### src/ppp_regs.svh
`ifndef PPP_REGS_SVH
`define PPP_REGS_SVH

// Core clock rate
`define PPP_CLK_MHZ      125

// Low time of the accept pulse, in microseconds and in cycles
`define PPP_ACK_US       1
`define PPP_ACK_CYC      (`PPP_ACK_US * `PPP_CLK_MHZ)

// Hardware initialisation time after the init input goes high again
`define PPP_INIT_US      2
`define PPP_INIT_CYC     (`PPP_INIT_US * `PPP_CLK_MHZ)

// Host-side least init pulse, kept for reference by the far side
`define PPP_INIT_MIN_US  50

// Timer width
`define PPP_CNT_W        12

// Extensibility request values
`define PPP_REQ_NIBBLE   8'h00
`define PPP_REQ_DEVID    8'h04

// Identification record: two length bytes then the text
`define PPP_ID_LEN       5'h12
`define PPP_ID_STR       {8'h00, 8'h12, "MFG:GEN;CLS:PRT;"}
`define PPP_ID_W         (8 * 18)

// Nibble bit positions on the reverse status lines
`define PPP_NIB_BUSY     3
`define PPP_NIB_REQ      2
`define PPP_NIB_FLAG     1
`define PPP_NIB_AVAIL    0

`endif

### src/ppp_pkg.sv
package ppp_pkg;

  typedef enum logic [3:0] {
    PPP_IDLE     = 4'b0000,
    PPP_PUSH     = 4'b0001,
    PPP_ACK      = 4'b0010,
    PPP_NEG      = 4'b0011,
    PPP_REV_IDLE = 4'b0100,
    PPP_REV_SET  = 4'b0101,
    PPP_REV_CLK  = 4'b0110,
    PPP_REV_NIB  = 4'b0111,
    PPP_REV_END  = 4'b1000
  } ppp_state_t;

endpackage

### src/ppp_buf2.sv
`timescale 1ns/1ps

module ppp_buf2 #(
  parameter int WIDTH = 8
) (
  input  wire logic             i_clk,
  input  wire logic             i_rst_b,
  input  wire logic             i_flush,
  input  wire logic [WIDTH-1:0] i_in_data,
  input  wire logic             i_in_valid,
  output logic                  o_in_ready,
  output logic      [WIDTH-1:0] o_out_data,
  output logic                  o_out_valid,
  input  wire logic             i_out_ready
);

  logic [WIDTH-1:0] mem_ff [0:1];
  logic [WIDTH-1:0] nxt_mem [0:1];
  logic             wr_ptr_ff;
  logic             nxt_wr_ptr;
  logic             rd_ptr_ff;
  logic             nxt_rd_ptr;
  logic [1:0]       count_ff;
  logic [1:0]       nxt_count;
  logic             push;
  logic             pop;

  assign o_in_ready  = (count_ff != 2'h2);
  assign o_out_valid = (count_ff != 2'h0);
  assign o_out_data  = mem_ff[rd_ptr_ff];
  assign push        = i_in_valid & o_in_ready;
  assign pop         = o_out_valid & i_out_ready;

  always_comb
  begin
    nxt_mem[0] = mem_ff[0];
    nxt_mem[1] = mem_ff[1];
    nxt_wr_ptr = wr_ptr_ff;
    nxt_rd_ptr = rd_ptr_ff;
    nxt_count  = count_ff;
    if (i_flush)
    begin
      nxt_wr_ptr = 1'b0;
      nxt_rd_ptr = 1'b0;
      nxt_count  = 2'h0;
    end
    else
    begin
      if (push)
      begin
        nxt_mem[wr_ptr_ff] = i_in_data;
        nxt_wr_ptr         = ~wr_ptr_ff;
      end
      if (pop)
        nxt_rd_ptr = ~rd_ptr_ff;
      nxt_count = count_ff + {1'b0, push} - {1'b0, pop};
    end
  end

  always_ff @(posedge i_clk or negedge i_rst_b)
  begin
    if (!i_rst_b)
    begin
      mem_ff[0] <= '0;
      mem_ff[1] <= '0;
      wr_ptr_ff <= 1'b0;
      rd_ptr_ff <= 1'b0;
      count_ff  <= 2'h0;
    end
    else
    begin
      mem_ff[0] <= nxt_mem[0];
      mem_ff[1] <= nxt_mem[1];
      wr_ptr_ff <= nxt_wr_ptr;
      rd_ptr_ff <= nxt_rd_ptr;
      count_ff  <= nxt_count;
    end
  end

endmodule // ppp_buf2

### src/ppp_port.sv
// Operation
// Forward channel takes eight-bit bytes
// Strobe paces, busy and accept pulse throttle
// Data captured on strobe falling edge
// Line n carries bit n, high means one
// Busy high whenever no byte can be taken
// Busy high from strobe until handshake ends
// Busy high while input buffer is full
// Busy high during init input and initialisation
// Busy high while error is signalled
// Busy high while port not selected
// Busy rises first, falls after status inactive
// Error low on fatal, paper, jam, ink
// Paper-empty high exactly during paper-out
// Low accept pulse after each byte
// Select output constantly high when powered
// Init on falling edge or low level
// Host holds init low 50 us minimum
// Only requests 00h and 04h answered yes
// Request 00h selects nibble reverse transfer
// Request 04h returns identification by nibbles
// Accepted identification request sends stored string
// Busy, request, flag, available carry nibble bits
// Host waits for accept and busy low
// Strobe and init synchronised; autofeed, select-in ignored
`timescale 1ns/1ps
`include "ppp_regs.svh"

module ppp_port (
  input  wire logic       i_clk,
  input  wire logic       i_rst_b,
  input  wire logic       i_host_data_strobe_pulse_n,
  input  wire logic [7:0] i_host_data,
  input  wire logic       i_host_init_n,
  input  wire logic       i_host_autofeed_unused,
  input  wire logic       i_host_select_in_unused,
  input  wire logic       i_host_active,
  input  wire logic       i_host_busy,
  input  wire logic       i_port_selected,
  input  wire logic       i_err_fatal,
  input  wire logic       i_err_paper_out,
  input  wire logic       i_err_paper_jam,
  input  wire logic       i_err_ink_out,
  output logic            o_busy,
  output logic            o_byte_accept_pulse_n,
  output logic            o_error_n,
  output logic            o_paper_empty_flag,
  output logic            o_device_selected_flag,
  output logic            o_rev_clk,
  output logic            o_rev_busy_bit,
  output logic            o_rev_data_request,
  output logic            o_rev_flag,
  output logic            o_rev_data_available_n,
  output logic [7:0]      o_rx_data,
  output logic            o_rx_valid,
  input  wire logic       i_rx_ready,
  input  wire logic [7:0] i_tx_data,
  input  wire logic       i_tx_valid,
  output logic            o_tx_ready,
  output logic            o_init_busy
);

  localparam logic [`PPP_ID_W-1:0] ID_STR = `PPP_ID_STR;

  // Pin synchronisers: stage 0 feeds stage 1 only, stage 2 is history
  logic [2:0] stb_sync_ff;
  logic [2:0] init_sync_ff;
  logic [2:0] act_sync_ff;
  logic [2:0] hbusy_sync_ff;
  logic [7:0] data_s1_ff;
  logic [7:0] data_s2_ff;

  always_ff @(posedge i_clk or negedge i_rst_b)
  begin
    if (!i_rst_b)
    begin
      stb_sync_ff   <= 3'h7;
      init_sync_ff  <= 3'h7;
      act_sync_ff   <= 3'h0;
      hbusy_sync_ff <= 3'h7;
      data_s1_ff    <= 8'h00;
      data_s2_ff    <= 8'h00;
    end
    else
    begin
      stb_sync_ff   <= {stb_sync_ff[1:0], i_host_data_strobe_pulse_n};
      init_sync_ff  <= {init_sync_ff[1:0], i_host_init_n};
      act_sync_ff   <= {act_sync_ff[1:0], i_host_active};
      hbusy_sync_ff <= {hbusy_sync_ff[1:0], i_host_busy};
      data_s1_ff    <= i_host_data;
      data_s2_ff    <= data_s1_ff;
    end
  end

  logic stb_fall;
  logic act_rise;
  logic act_high;
  logic hbusy_fall;
  logic hbusy_rise;
  logic init_low;

  assign stb_fall   = stb_sync_ff[2] & ~stb_sync_ff[1];
  assign act_rise   = act_sync_ff[1] & ~act_sync_ff[2];
  assign act_high   = act_sync_ff[1];
  assign hbusy_fall = hbusy_sync_ff[2] & ~hbusy_sync_ff[1];
  assign hbusy_rise = hbusy_sync_ff[1] & ~hbusy_sync_ff[2];
  assign init_low   = ~init_sync_ff[1];

  // Initialisation timer, reloaded while init is low
  logic [`PPP_CNT_W-1:0] init_cnt_ff;
  logic [`PPP_CNT_W-1:0] nxt_init_cnt;
  logic                  init_busy;

  always_comb
  begin
    if (init_low)
      nxt_init_cnt = `PPP_CNT_W'(`PPP_INIT_CYC);
    else if (init_cnt_ff != '0)
      nxt_init_cnt = init_cnt_ff - `PPP_CNT_W'(1);
    else
      nxt_init_cnt = init_cnt_ff;
  end

  always_ff @(posedge i_clk or negedge i_rst_b)
  begin
    if (!i_rst_b)
      init_cnt_ff <= `PPP_CNT_W'(`PPP_INIT_CYC);
    else
      init_cnt_ff <= nxt_init_cnt;
  end

  assign init_busy   = init_low | (init_cnt_ff != '0);
  assign o_init_busy = init_busy;

  // Receive buffer
  logic       buf_in_valid;
  logic       buf_in_ready;
  logic [7:0] byte_ff;
  logic [7:0] nxt_byte;

  ppp_buf2 #(
    .WIDTH (8)
  ) u_buf (
    .i_clk       (i_clk),
    .i_rst_b     (i_rst_b),
    .i_flush     (init_busy),
    .i_in_data   (byte_ff),
    .i_in_valid  (buf_in_valid),
    .o_in_ready  (buf_in_ready),
    .o_out_data  (o_rx_data),
    .o_out_valid (o_rx_valid),
    .i_out_ready (i_rx_ready)
  );

  // Link state machine
  ppp_pkg::ppp_state_t   state_ff;
  ppp_pkg::ppp_state_t   nxt_state;
  logic [`PPP_CNT_W-1:0] ack_cnt_ff;
  logic [`PPP_CNT_W-1:0] nxt_ack_cnt;
  logic [7:0]            req_ff;
  logic [7:0]            nxt_req;
  logic                  mode_id_ff;
  logic                  nxt_mode_id;
  logic [4:0]            id_idx_ff;
  logic [4:0]            nxt_id_idx;
  logic [7:0]            rev_byte_ff;
  logic [7:0]            nxt_rev_byte;
  logic                  nib_hi_ff;
  logic                  nxt_nib_hi;
  logic                  ack_n_ff;
  logic                  nxt_ack_n;
  logic                  flag_ff;
  logic                  nxt_flag;
  logic                  rev_clk_ff;
  logic                  nxt_rev_clk;
  logic [7:0]            id_byte;
  logic                  rev_have;
  logic [3:0]            nibble;

  assign id_byte  = ID_STR[8 * (`PPP_ID_W / 8 - 1 - 32'(id_idx_ff)) +: 8];
  assign rev_have = mode_id_ff ? (id_idx_ff < `PPP_ID_LEN) : i_tx_valid;
  assign nibble   = nib_hi_ff ? rev_byte_ff[7:4] : rev_byte_ff[3:0];

  always_comb
  begin
    nxt_state    = state_ff;
    nxt_ack_cnt  = ack_cnt_ff;
    nxt_req      = req_ff;
    nxt_mode_id  = mode_id_ff;
    nxt_id_idx   = id_idx_ff;
    nxt_rev_byte = rev_byte_ff;
    nxt_nib_hi   = nib_hi_ff;
    nxt_ack_n    = 1'b1;
    nxt_flag     = flag_ff;
    nxt_rev_clk  = rev_clk_ff;
    nxt_byte     = byte_ff;
    buf_in_valid = 1'b0;
    o_tx_ready   = 1'b0;
    if (init_busy)
    begin
      nxt_state   = ppp_pkg::PPP_IDLE;
      nxt_flag    = 1'b0;
      nxt_rev_clk = 1'b1;
    end
    else if ((state_ff >= ppp_pkg::PPP_NEG) && !act_high)
    begin
      nxt_state   = ppp_pkg::PPP_IDLE;
      nxt_flag    = 1'b0;
      nxt_rev_clk = 1'b1;
    end
    else
    begin
      case (state_ff)
        ppp_pkg::PPP_IDLE:
        begin
          if (act_rise)
          begin
            nxt_req   = data_s2_ff;
            nxt_state = ppp_pkg::PPP_NEG;
          end
          else if (stb_fall && i_port_selected)
          begin
            nxt_byte  = data_s2_ff;
            nxt_state = ppp_pkg::PPP_PUSH;
          end
        end
        ppp_pkg::PPP_PUSH:
        begin
          buf_in_valid = 1'b1;
          if (buf_in_ready)
          begin
            nxt_ack_n   = 1'b0;
            nxt_ack_cnt = `PPP_CNT_W'(`PPP_ACK_CYC - 1);
            nxt_state   = ppp_pkg::PPP_ACK;
          end
        end
        ppp_pkg::PPP_ACK:
        begin
          if (ack_cnt_ff != '0)
          begin
            nxt_ack_n   = 1'b0;
            nxt_ack_cnt = ack_cnt_ff - `PPP_CNT_W'(1);
          end
          else
            nxt_state = ppp_pkg::PPP_IDLE;
        end
        ppp_pkg::PPP_NEG:
        begin
          nxt_id_idx = 5'h00;
          nxt_nib_hi = 1'b0;
          if (req_ff == `PPP_REQ_NIBBLE || req_ff == `PPP_REQ_DEVID)
          begin
            nxt_flag    = 1'b1;
            nxt_mode_id = (req_ff == `PPP_REQ_DEVID);
            nxt_state   = ppp_pkg::PPP_REV_IDLE;
          end
          else
          begin
            nxt_flag  = 1'b0;
            nxt_state = ppp_pkg::PPP_REV_END;
          end
        end
        ppp_pkg::PPP_REV_IDLE:
        begin
          if (rev_have && hbusy_fall)
          begin
            if (mode_id_ff)
              nxt_rev_byte = id_byte;
            else
            begin
              nxt_rev_byte = i_tx_data;
              o_tx_ready   = 1'b1;
            end
            nxt_nib_hi = 1'b0;
            nxt_state  = ppp_pkg::PPP_REV_SET;
          end
        end
        ppp_pkg::PPP_REV_SET:
        begin
          nxt_rev_clk = 1'b0;
          nxt_state   = ppp_pkg::PPP_REV_CLK;
        end
        ppp_pkg::PPP_REV_CLK:
        begin
          if (hbusy_rise)
          begin
            nxt_rev_clk = 1'b1;
            if (nib_hi_ff)
            begin
              nxt_nib_hi = 1'b0;
              if (mode_id_ff)
                nxt_id_idx = id_idx_ff + 5'h01;
              nxt_state = ppp_pkg::PPP_REV_IDLE;
            end
            else
            begin
              nxt_nib_hi = 1'b1;
              nxt_state  = ppp_pkg::PPP_REV_NIB;
            end
          end
        end
        ppp_pkg::PPP_REV_NIB:
        begin
          if (hbusy_fall)
            nxt_state = ppp_pkg::PPP_REV_SET;
        end
        ppp_pkg::PPP_REV_END:
        begin
          nxt_state = ppp_pkg::PPP_REV_END;
        end
        default:
        begin
          nxt_state = ppp_pkg::PPP_IDLE;
        end
      endcase
    end
  end

  always_ff @(posedge i_clk or negedge i_rst_b)
  begin
    if (!i_rst_b)
    begin
      state_ff    <= ppp_pkg::PPP_IDLE;
      ack_cnt_ff  <= '0;
      req_ff      <= 8'h00;
      mode_id_ff  <= 1'b0;
      id_idx_ff   <= 5'h00;
      rev_byte_ff <= 8'h00;
      nib_hi_ff   <= 1'b0;
      ack_n_ff    <= 1'b1;
      flag_ff     <= 1'b0;
      rev_clk_ff  <= 1'b1;
      byte_ff     <= 8'h00;
    end
    else
    begin
      state_ff    <= nxt_state;
      ack_cnt_ff  <= nxt_ack_cnt;
      req_ff      <= nxt_req;
      mode_id_ff  <= nxt_mode_id;
      id_idx_ff   <= nxt_id_idx;
      rev_byte_ff <= nxt_rev_byte;
      nib_hi_ff   <= nxt_nib_hi;
      ack_n_ff    <= nxt_ack_n;
      flag_ff     <= nxt_flag;
      rev_clk_ff  <= nxt_rev_clk;
      byte_ff     <= nxt_byte;
    end
  end

  // Status outputs
  logic busy_ff;
  logic nxt_busy;
  logic err_n_ff;
  logic nxt_err_n;
  logic pe_ff;
  logic nxt_pe;
  logic err_any;
  logic in_nibble;
  logic rbusy_ff;
  logic nxt_rbusy;
  logic rreq_ff;
  logic nxt_rreq;
  logic rflag_ff;
  logic nxt_rflag;
  logic ravail_n_ff;
  logic nxt_ravail_n;

  assign err_any   = i_err_fatal | i_err_paper_out | i_err_paper_jam | i_err_ink_out;
  assign in_nibble = (state_ff == ppp_pkg::PPP_REV_SET) || (state_ff == ppp_pkg::PPP_REV_CLK);

  always_comb
  begin
    nxt_busy = (state_ff != ppp_pkg::PPP_IDLE)
             | ~buf_in_ready
             | init_busy
             | err_any
             | ~err_n_ff | pe_ff
             | ~i_port_selected;
    nxt_err_n    = ~(err_any & busy_ff);
    nxt_pe       = i_err_paper_out & busy_ff;
    nxt_rbusy    = in_nibble ? nibble[`PPP_NIB_BUSY] : 1'b1;
    nxt_rreq     = in_nibble ? nibble[`PPP_NIB_REQ] : flag_ff;
    nxt_rflag    = in_nibble ? nibble[`PPP_NIB_FLAG] : flag_ff;
    nxt_ravail_n = in_nibble ? nibble[`PPP_NIB_AVAIL] : ~rev_have;
  end

  always_ff @(posedge i_clk or negedge i_rst_b)
  begin
    if (!i_rst_b)
    begin
      busy_ff     <= 1'b1;
      err_n_ff    <= 1'b1;
      pe_ff       <= 1'b0;
      rbusy_ff    <= 1'b1;
      rreq_ff     <= 1'b0;
      rflag_ff    <= 1'b0;
      ravail_n_ff <= 1'b1;
    end
    else
    begin
      busy_ff     <= nxt_busy;
      err_n_ff    <= nxt_err_n;
      pe_ff       <= nxt_pe;
      rbusy_ff    <= nxt_rbusy;
      rreq_ff     <= nxt_rreq;
      rflag_ff    <= nxt_rflag;
      ravail_n_ff <= nxt_ravail_n;
    end
  end

  assign o_busy                 = busy_ff;
  assign o_byte_accept_pulse_n  = ack_n_ff;
  assign o_error_n              = err_n_ff;
  assign o_paper_empty_flag     = pe_ff;
  assign o_device_selected_flag = 1'b1;
  assign o_rev_clk              = rev_clk_ff;
  assign o_rev_busy_bit         = rbusy_ff;
  assign o_rev_data_request     = rreq_ff;
  assign o_rev_flag             = rflag_ff;
  assign o_rev_data_available_n = ravail_n_ff;

endmodule // ppp_port

### config.mk
export PLATFORM = sky130hd
export DESIGN_NAME = ppp_port
export DESIGN_NICKNAME = d
export VERILOG_FILES = /design/src/ppp_pkg.sv /design/src/ppp_buf2.sv /design/src/ppp_port.sv
export VERILOG_INCLUDE_DIRS = /design/src
export SDC_FILE = /design/constraint.sdc
export NUM_CORES = 1
export LEC_CHECK = 0
export BUFFER_PORTS_ARGS = -buffer_cell sky130_fd_sc_hd__buf_2
export CORE_MARGIN = 4
export CORE_UTILIZATION = 39
export DETAILED_ROUTE_END_ITERATION = 7
export HOLD_SLACK_MARGIN = 0.12
export PLACE_DENSITY = 0.63
export RECOVER_POWER = 50
export SLEW_MARGIN = 20
export SYNTH_ARGS = -nofsm -noshare
export SYNTH_HDL_FRONTEND = slang
export SYNTH_SLANG_ARGS = --single-unit
### constraint.sdc
create_clock -name i_clk -period 4 [get_ports i_clk]
set_input_delay 0.8 -clock i_clk [delete_from_list [all_inputs] [get_ports i_clk]]
set_output_delay 0.8 -clock i_clk [all_outputs]
set_load 0.005 [all_outputs]
==> metrics.cfg, run 1 <==
[run_status]
status=finished, violations left
violations=max-capacitance violations, max-slew violations

[routing]
routedWlPerCell_um=16.3
drt_iter0_drc=364
drt_pass1_iterations=5
detail_route.vias_per_cell=5.47
drc=0
ant_nets=0
wl_mm=12.6
vias=4225

[synthesis]
synth.avg_cell_area_um2=10.6
synth_area_um2=5640
synth.distinct_cells=67
yosysSeqAreaShare=0.520
yosys_warnings=0
yosys-top-cells-area=dfrtp_1 (43%), dfstp_2 (9.3%), mux2_2 (8.4%)
synth_top_area_share=0.426
syn_inst=530
synth_seq_cells=116
synth_top_area_cell=dfrtp_1
syn-num-nets=570
synth-edff-count=0
synthFlopType=dfrtp_1
async_flop_share=1.00

[finish]
num-nets-final=619
fin_area_um2=6610
final_common_cell=dfrtp_1
layout_common_cells=dfrtp_1 (96), buf_2 (46), nor2_1 (43), mux2_2 (42), nand2_1 (35)
drive_above_1_share=0.264
n_antenna_cell=0
final_util=0.471
syn2layout_area_growth_pct=17.4

[placed_design]
gp_congestion=0.883
portBuffers=48
placed_area_um2=6050
dp_hpwl_mm=8.72

[setup_path]
crit_chain=inv_1 -> ha_1 -> nand2b_1 -> a311oi_1 -> nand3_1 -> nor3_1 -> buf_2
critPathArrivalTime_ps=2770
r2r_start=state_ff[3]
regToRegEndpoint=state_ff[0]
cp_num_buf_inv=2
critPathKind=reg2out
max_stage_delay_ps=510
r2r_slack_ps=1220
critPathRequiredTime_ps=3200
cp-start-kind=register
r2r_cells=5
cp_max_fo=14
crit_path_end_kind=output pin
slowest_stage=dfrtp_1
crit_family=simple AND/OR/NAND/NOR gates

[flow_run]
cap_violations=1

[global_route]
antenna_found_initial=1
grt_pass1_wl_mm=21.3
grt_pass1_vias=4304
grt_max_degree=50
gr-total-overflow=0
grt_use_total=0.162

[clock_network]
cts_max_path_buffers=2
cts_inserted_buffers=17
cts_hold_buf=0
cts_tree=yes
post-cts-setup-buffers=0
htreeDepth=4
ctsResizeCount=0
clk_latency_ps=410
clk_root_buffer_cell=clkbuf_16
clkSinkCount=116
clk_pin_slew_ps=50

[floorplanning]
fp-row-count=43
initial_core_util=0.401
core_um2=14000
ios=52
die_w_um=128
die_h_um=128
dieArea_um2=16400

[timing]
rsz0062_at_grt=no
fmax_mhz=280
finalSetupViolCount=0
drv_slew=50
min_period_ps=3570
tightest_slew_ps=2710
slew_headroom=-0.806
finalSetupTns_ps=0
finClkSkew_ps=14.3
hold_violations=0
post-route-period-util=0.893

[min_path]
min_from=data_s1_ff[5]
hold_end=data_s2_ff[5]
hold-path-cell-count=0
hp-class=reg2reg

[power]
p_leak_uw=0.00290
pwr_density_cell_nw_per_um2=420
ir_drop_mv=0.261

-- area by class of cell --
| class | count | area (um2) |
|---|---|---|
| repair buffers | 53 | 268 |
| flip-flops and latches | 116 | 2930 |
| multi-input cells | 372 | 2540 |
| well taps | 180 | 225 |
| fillers | 1287 | 7430 |
| clock inverters | 12 | 130 |
| inverters | 19 | 71.3 |
| clock buffers | 20 | 447 |
-- routing by layer --
metal	share of wire	up-vias	GRT usage
met5	0.0010	-	0
met4	0.013	2	0.0512
met3	0.060	14	0.0454
met2	0.48	116	0.257
met1	0.45	2077	0.216
li1	-	2016	-
-- cell families (layout without fill, tap and decap cells) --
logic type | count (synthesis) | after routing | share of synthesized area
mux | 50 | 50 | 0.0981
xor+xnor | 15 | 15 | 0.0233
flops | 116 | 116 | 0.520
simple gates | 204 | 204 | 0.200
fa+ha+maj | 9 | 9 | 0.0200
other cells | 1 | 1 | 0.000665
compound gates | 93 | 93 | 0.110
buf+inv | 42 | 104 | 0.0289
-- state kept, by name, indices dropped and copies added, names as in the netlist, 2 cells and up --
register and cells:
ack_cnt_ff 12, act_sync_ff 3, byte_ff 8, data_s1_ff 8, data_s2_ff 8, hbusy_sync_ff 3, id_idx_ff 5, init_cnt_ff 12
init_sync_ff 2, req_ff 8, rev_byte_ff 8, state_ff 4, stb_sync_ff 3, u_buf.count_ff 2, u_buf.mem_ff 16
-- power by group --
part	internal [uW]	switching [uW]	leakage, uW
Sequential	1200	19.0	0.00148
Combinational	29.8	48.1	0.00114
Clock	933	541	0.000281
Total	2170	609	0.00290
-- worst max path at each step --
| stage | from | endpoint | slack, ps | cells past startpoint |
|---|---|---|---|---|
| 2_1_floorplan | init_cnt_ff[0] | o_tx_ready | 1450 | 7 |
| 3_3_place_gp | id_idx_ff[1] | o_tx_ready | 960 | 7 |
| 3_5_place_dp | id_idx_ff[1] | o_tx_ready | 970 | 7 |
| 4_1_cts | id_idx_ff[1] | o_tx_ready | 440 | 7 |
| 5_1_grt | id_idx_ff[1] | o_tx_ready | 280 | 7 |
| 6_report | id_idx_ff[1] | o_tx_ready | 430 | 7 |
-- worst reg2reg max path: stages, from the launching register on --
cell and delay (ps):
dfrtp_1 490, nor2_1 440, nand3_1 330, a31oi_1 870, nor4_1 180, a311o_1 360
-- stage by stage --
| step | hold WS [ps] | total power (uW) | cells | setup WS (ps) |
|---|---|---|---|---|
| detailed placement | 336 | 1320 | 740 | 972 |
| global placement | 334 | 1320 | 740 | 958 |
| global route | 352 | 2880 | 772 | 276 |
| finish | 347 | 2780 | 772 | 430 |
| floorplan | 331 | 1270 | 530 | 1450 |
| CTS | 348 | 2810 | 772 | 435 |
-- cells in the mapped netlist, drive strengths merged, types with 3 or more instances --
cell	number
a211oi	4
a21oi	18
a31oi	11
and2	5
and3	3
buf	3
clkbuf	20
dfrtp	96
dfstp	20
ha	9
inv	19
mux2	42
mux2i	8
nand2	35
nand2b	15
nand3	16
nand3b	4
nand4	8
nor2	45
nor2b	9
nor3	23
nor3b	3
nor4	12
nor4b	3
o21a	5
o21ai	21
o22ai	3
o311ai	3
o31ai	3
or2	6
or3	4
or4	7
xnor2	6
xor2	9
Note: power is estimated with default switching activity, not from simulation.
==> run 2: changes to the inputs <==
- clock period: 4 -> 4.1 ns (I/O delays scaled with it)
==> metrics.cfg, run 2 (synthesis gave the netlist of run 1 again) <==
[global_route]
grt_use_total=0.157  ; -0.00582
grt_pass1_wl_mm=20.7  ; -2.8%
grt_max_degree=63  ; +26%
antenna_found_initial=1  ; unchanged
gr-total-overflow=0  ; unchanged
grt_pass1_vias=4245  ; -1.4%

[run_status]
status=finished, violations left
violations=max-capacitance violations, max-slew violations

[setup_path]
critPathRequiredTime_ps=3280  ; +80 ps
cp_max_fo=14  ; unchanged
critPathArrivalTime_ps=2730  ; -40 ps
cp-start-kind=register
crit_path_end_kind=output pin
critPathKind=reg2out

[finish]
biggestRegsByFlops=u_buf.mem_ff (16), ack_cnt_ff (12), init_cnt_ff (12)
drive_above_1_share=0.262  ; -0.00125
top_register=u_buf.mem_ff
n_antenna_cell=0  ; unchanged
final_common_cell=dfrtp_1
syn2layout_area_growth_pct=17.1
layout_common_cells=dfrtp_1 (96), buf_2 (46), nor2_1 (43), mux2_2 (42), nand2_1 (35)
largest_register_ffs=16  ; unchanged
final_util=0.470  ; -0.000980
num-nets-final=618  ; -0.16%

[timing]
hold_violations=0  ; unchanged
finalSetupTns_ps=0  ; unchanged
rsz0062_at_grt=no
fmax_mhz=282
finClkSkew_ps=14.0  ; -0.298 ps
finalSetupViolCount=0  ; unchanged
tightest_slew_ps=1540  ; -1170 ps
drv_slew=94  ; +88%
post-route-period-util=0.865
min_period_ps=3550
slew_headroom=-0.0247  ; +0.781

[clock_network]
clk_latency_ps=420  ; about the same
clk_pin_slew_ps=60  ; about the same
cts_hold_buf=0  ; unchanged
cts_max_path_buffers=2  ; unchanged
clkSinkCount=116  ; unchanged
ctsResizeCount=0  ; unchanged
post-cts-setup-buffers=0  ; unchanged
clk_root_buffer_cell=clkbuf_16
cts_tree=yes
cts_inserted_buffers=17  ; unchanged
htreeDepth=4  ; unchanged

[power]
pwr_density_cell_nw_per_um2=407  ; -3.1%
ir_drop_mv=0.323  ; +24%
p_leak_uw=0.00288  ; -0.73%

[routing]
drc=0  ; unchanged
drt_iter0_drc=412  ; +13%
ant_nets=0  ; unchanged
vias=4221  ; -0.095%
drt_pass1_iterations=5  ; unchanged
routedWlPerCell_um=16.0  ; -1.8%
wl_mm=12.4  ; -1.9%
detail_route.vias_per_cell=5.47  ; about the same

[floorplanning]
initial_core_util=0.401  ; unchanged
die_h_um=128  ; unchanged
fp-row-count=43  ; unchanged
dieArea_um2=16400  ; unchanged
die_w_um=128  ; unchanged
core_um2=14000  ; unchanged
ios=52  ; unchanged

[flow_run]
cap_violations=2  ; +1

[placed_design]
gp_congestion=0.888  ; +0.55%
dp_hpwl_mm=8.39  ; -3.7%
portBuffers=48  ; unchanged

[min_path]
hp-class=reg2reg

run 2: path summary, 6_finish.rpt:
check,endpoint,from,depth (start not counted),slack (ps)
max in group asynchronous,data_s2_ff[6],i_rst_b,2,1200
max,o_tx_ready,id_idx_ff[1],7,550
min,act_sync_ff[1],act_sync_ff[0],0,340
min in group asynchronous,rev_byte_ff[1],i_rst_b,1,790
min reg2reg,act_sync_ff[1],act_sync_ff[0],0,340
max reg2reg,nib_hi_ff,id_idx_ff[1],7,1270
run 2: layout make-up:
type                       instances  area [um2]
fill                            1255        7440
sequential                       116        2930
multi-input combinational        372        2540
clock buffer                      19         443
timing repair buffer              52         262
tap                              180         225
clock inverter                    13         126
inverter                          19        71.3
run 2: per-stage QoR:
stage	hold WS (ps)	cell area (um2)	setup slack, ps	instances	total power [uW]
3_3_place_gp	332	6040	1070	739	1290
2_1_floorplan	331	5640	1530	530	1240
6_report	340	6600	553	771	2680
3_5_place_dp	335	6040	1050	739	1290
5_1_grt	350	6600	418	771	2770
4_1_cts	346	6610	582	771	2710
run 2: where the power goes:
part	total [uW]	internal, uW	switching, uW
sequential	1190	1170	17.6
clock	1420	855	562
combinational	74.5	28.7	45.9
total	2680	2060	625
run 2: worst max-delay path, stage by stage (launching register included):
cell and delay, ps:
dfrtp_1 510, inv_1 180, ha_1 480, nand2b_1 170
a311oi_1 450, nand3_1 170, nor3_1 190, buf_2 150
run 2: layer usage:
layer	routed length (um)	track usage	part of all wire
met5	13	0	0.0011
met4	138	0.0499	0.011
met3	677	0.0458	0.055
met2	5730	0.250	0.46
met1	5790	0.205	0.47
==> run 3: changes to the inputs <==
- CORE_MARGIN: 4 -> not set
==> metrics.cfg, run 3 (synthesis gave the netlist of run 1 again) <==
[routing]
detail_route.vias_per_cell=5.46  ; -0.20%
wl_mm=12.2  ; -1.4%
drc=0  ; unchanged
vias=4207  ; -0.33%
drt_pass1_iterations=5  ; unchanged
ant_nets=0  ; unchanged
routedWlPerCell_um=15.8  ; -1.3%
drt_iter0_drc=356  ; -14%

[finish]
largest_register_ffs=16  ; unchanged
layout_common_cells=dfrtp_1 (96), buf_2 (47), nor2_1 (43), mux2_2 (42), nand2_1 (35)
syn2layout_area_growth_pct=18.4
final_common_cell=dfrtp_1
n_antenna_cell=0  ; unchanged
num-nets-final=617  ; -0.16%
biggestRegsByFlops=u_buf.mem_ff (16), ack_cnt_ff (12), init_cnt_ff (12)
top_register=u_buf.mem_ff
drive_above_1_share=0.264  ; +0.00214

[setup_path]
cp_num_buf_inv=2  ; unchanged
crit_path_end_kind=output pin
critPathArrivalTime_ps=2740  ; about the same
cp-start-kind=register
r2r_start=id_idx_ff[1]
slowest_stage=dfrtp_1
critPathRequiredTime_ps=3280  ; about the same
cp_max_fo=14  ; unchanged
crit_chain=inv_1 -> ha_1 -> nand2b_1 -> a311oi_1 -> nand3_1 -> nor3_1 -> buf_2
max_stage_delay_ps=510  ; about the same
critPathKind=reg2out
crit_family=simple AND/OR/NAND/NOR gates
worstSetupStartpoint=id_idx_ff[1]

[run_status]
violations=max-capacitance violations, max-slew violations
status=finished, violations left

[timing]
finalSetupViolCount=0  ; unchanged
finalSetupTns_ps=0  ; unchanged
holdWs_ps=346  ; +6.23 ps
drv_slew=58  ; -38%
min_period_ps=3560  ; +17.0 ps
rsz0062_at_grt=no
finClkSkew_ps=6.95  ; -7.04 ps
slew_headroom=-1.12  ; -1.10
fmax_mhz=281  ; -0.48%
tightest_slew_ps=3190  ; +1650 ps
post-route-period-util=0.869  ; +0.00415
hold_violations=0  ; unchanged

[floorplanning]
ios=52  ; unchanged
dieArea_um2=14900  ; -9.1%
initial_core_util=0.403  ; +0.00154
die_w_um=122  ; -4.7%
die_h_um=122  ; -4.7%
core_um2=14000  ; -0.38%
fp-row-count=43  ; unchanged

[clock_network]
ctsResizeCount=0  ; unchanged
cts_tree=yes
clk_latency_ps=420  ; about the same
cts_inserted_buffers=17  ; unchanged
clkSinkCount=116  ; unchanged
cts_hold_buf=0  ; unchanged
htreeDepth=4  ; unchanged
clk_root_buffer_cell=clkbuf_16
post-cts-setup-buffers=0  ; unchanged
clk_pin_slew_ps=50  ; about the same
cts_max_path_buffers=2  ; unchanged

[power]
pwr_density_cell_nw_per_um2=426  ; +4.7%
p_leak_uw=0.00293  ; +1.6%
ir_drop_mv=0.349  ; +7.8%

[global_route]
grt_pass1_wl_mm=20.3  ; -2.3%
grt_max_degree=60  ; -4.8%
gr-total-overflow=0  ; unchanged
grt_pass1_vias=4062  ; -4.3%
grt_use_total=0.178  ; +0.0210
antenna_found_initial=1  ; unchanged

[min_path]
min_from=data_s1_ff[3]
hp-class=reg2reg

[placed_design]
dp_hpwl_mm=8.20  ; -2.4%
gp_congestion=0.862  ; -3.0%
portBuffers=48  ; unchanged

[flow_run]
cap_violations=1  ; -1

## run 3: per-stage QoR
stage	setup slack [ps]	instances	area [um2]	power, uW	util
global route	156	770	6670	2940	0.477
finish	536	770	6670	2840	0.477
floorplan	1530	530	5640	1240	-
CTS	567	770	6680	2880	0.477
detailed placement	1030	738	6050	1290	0.432
global placement	1040	738	6050	1290	0.432
## run 3: layout make-up
type	count	area [um2]
Fill cell	1268	7320
Inverter	19	71.3
Tap cell	180	225
Timing Repair Buffer	51	274
Clock buffer	18	429
Multi-Input combinational cell	372	2540
Clock inverter	14	199
Sequential cell	116	2930
## run 3: worst paths after layout
path	to	slack, ps	cells past startpoint
min	data_s2_ff[3]	350	0
max in group asynchronous	u_buf.mem_ff[11]	820	1
min in group asynchronous	rev_byte_ff[1]	1450	1
min reg2reg	data_s2_ff[3]	350	0
max reg2reg	nib_hi_ff	1310	7
max	o_tx_ready	540	7
## run 3: where the power goes
part | total [uW] | leakage (uW) | switching (uW) | internal (uW)
combinational | 76.2 | 0.00114 | 45.9 | 30.3
clock | 1570 | 0.000306 | 548 | 1020
sequential | 1190 | 0.00148 | 18.0 | 1180
total | 2840 | 0.00293 | 612 | 2230
## run 3: routing by layer
layer,GRT usage,wire length (um)
met2,0.275,5670
met4,0.0724,171
met1,0.235,5740
met3,0.0473,599
met5,0,0
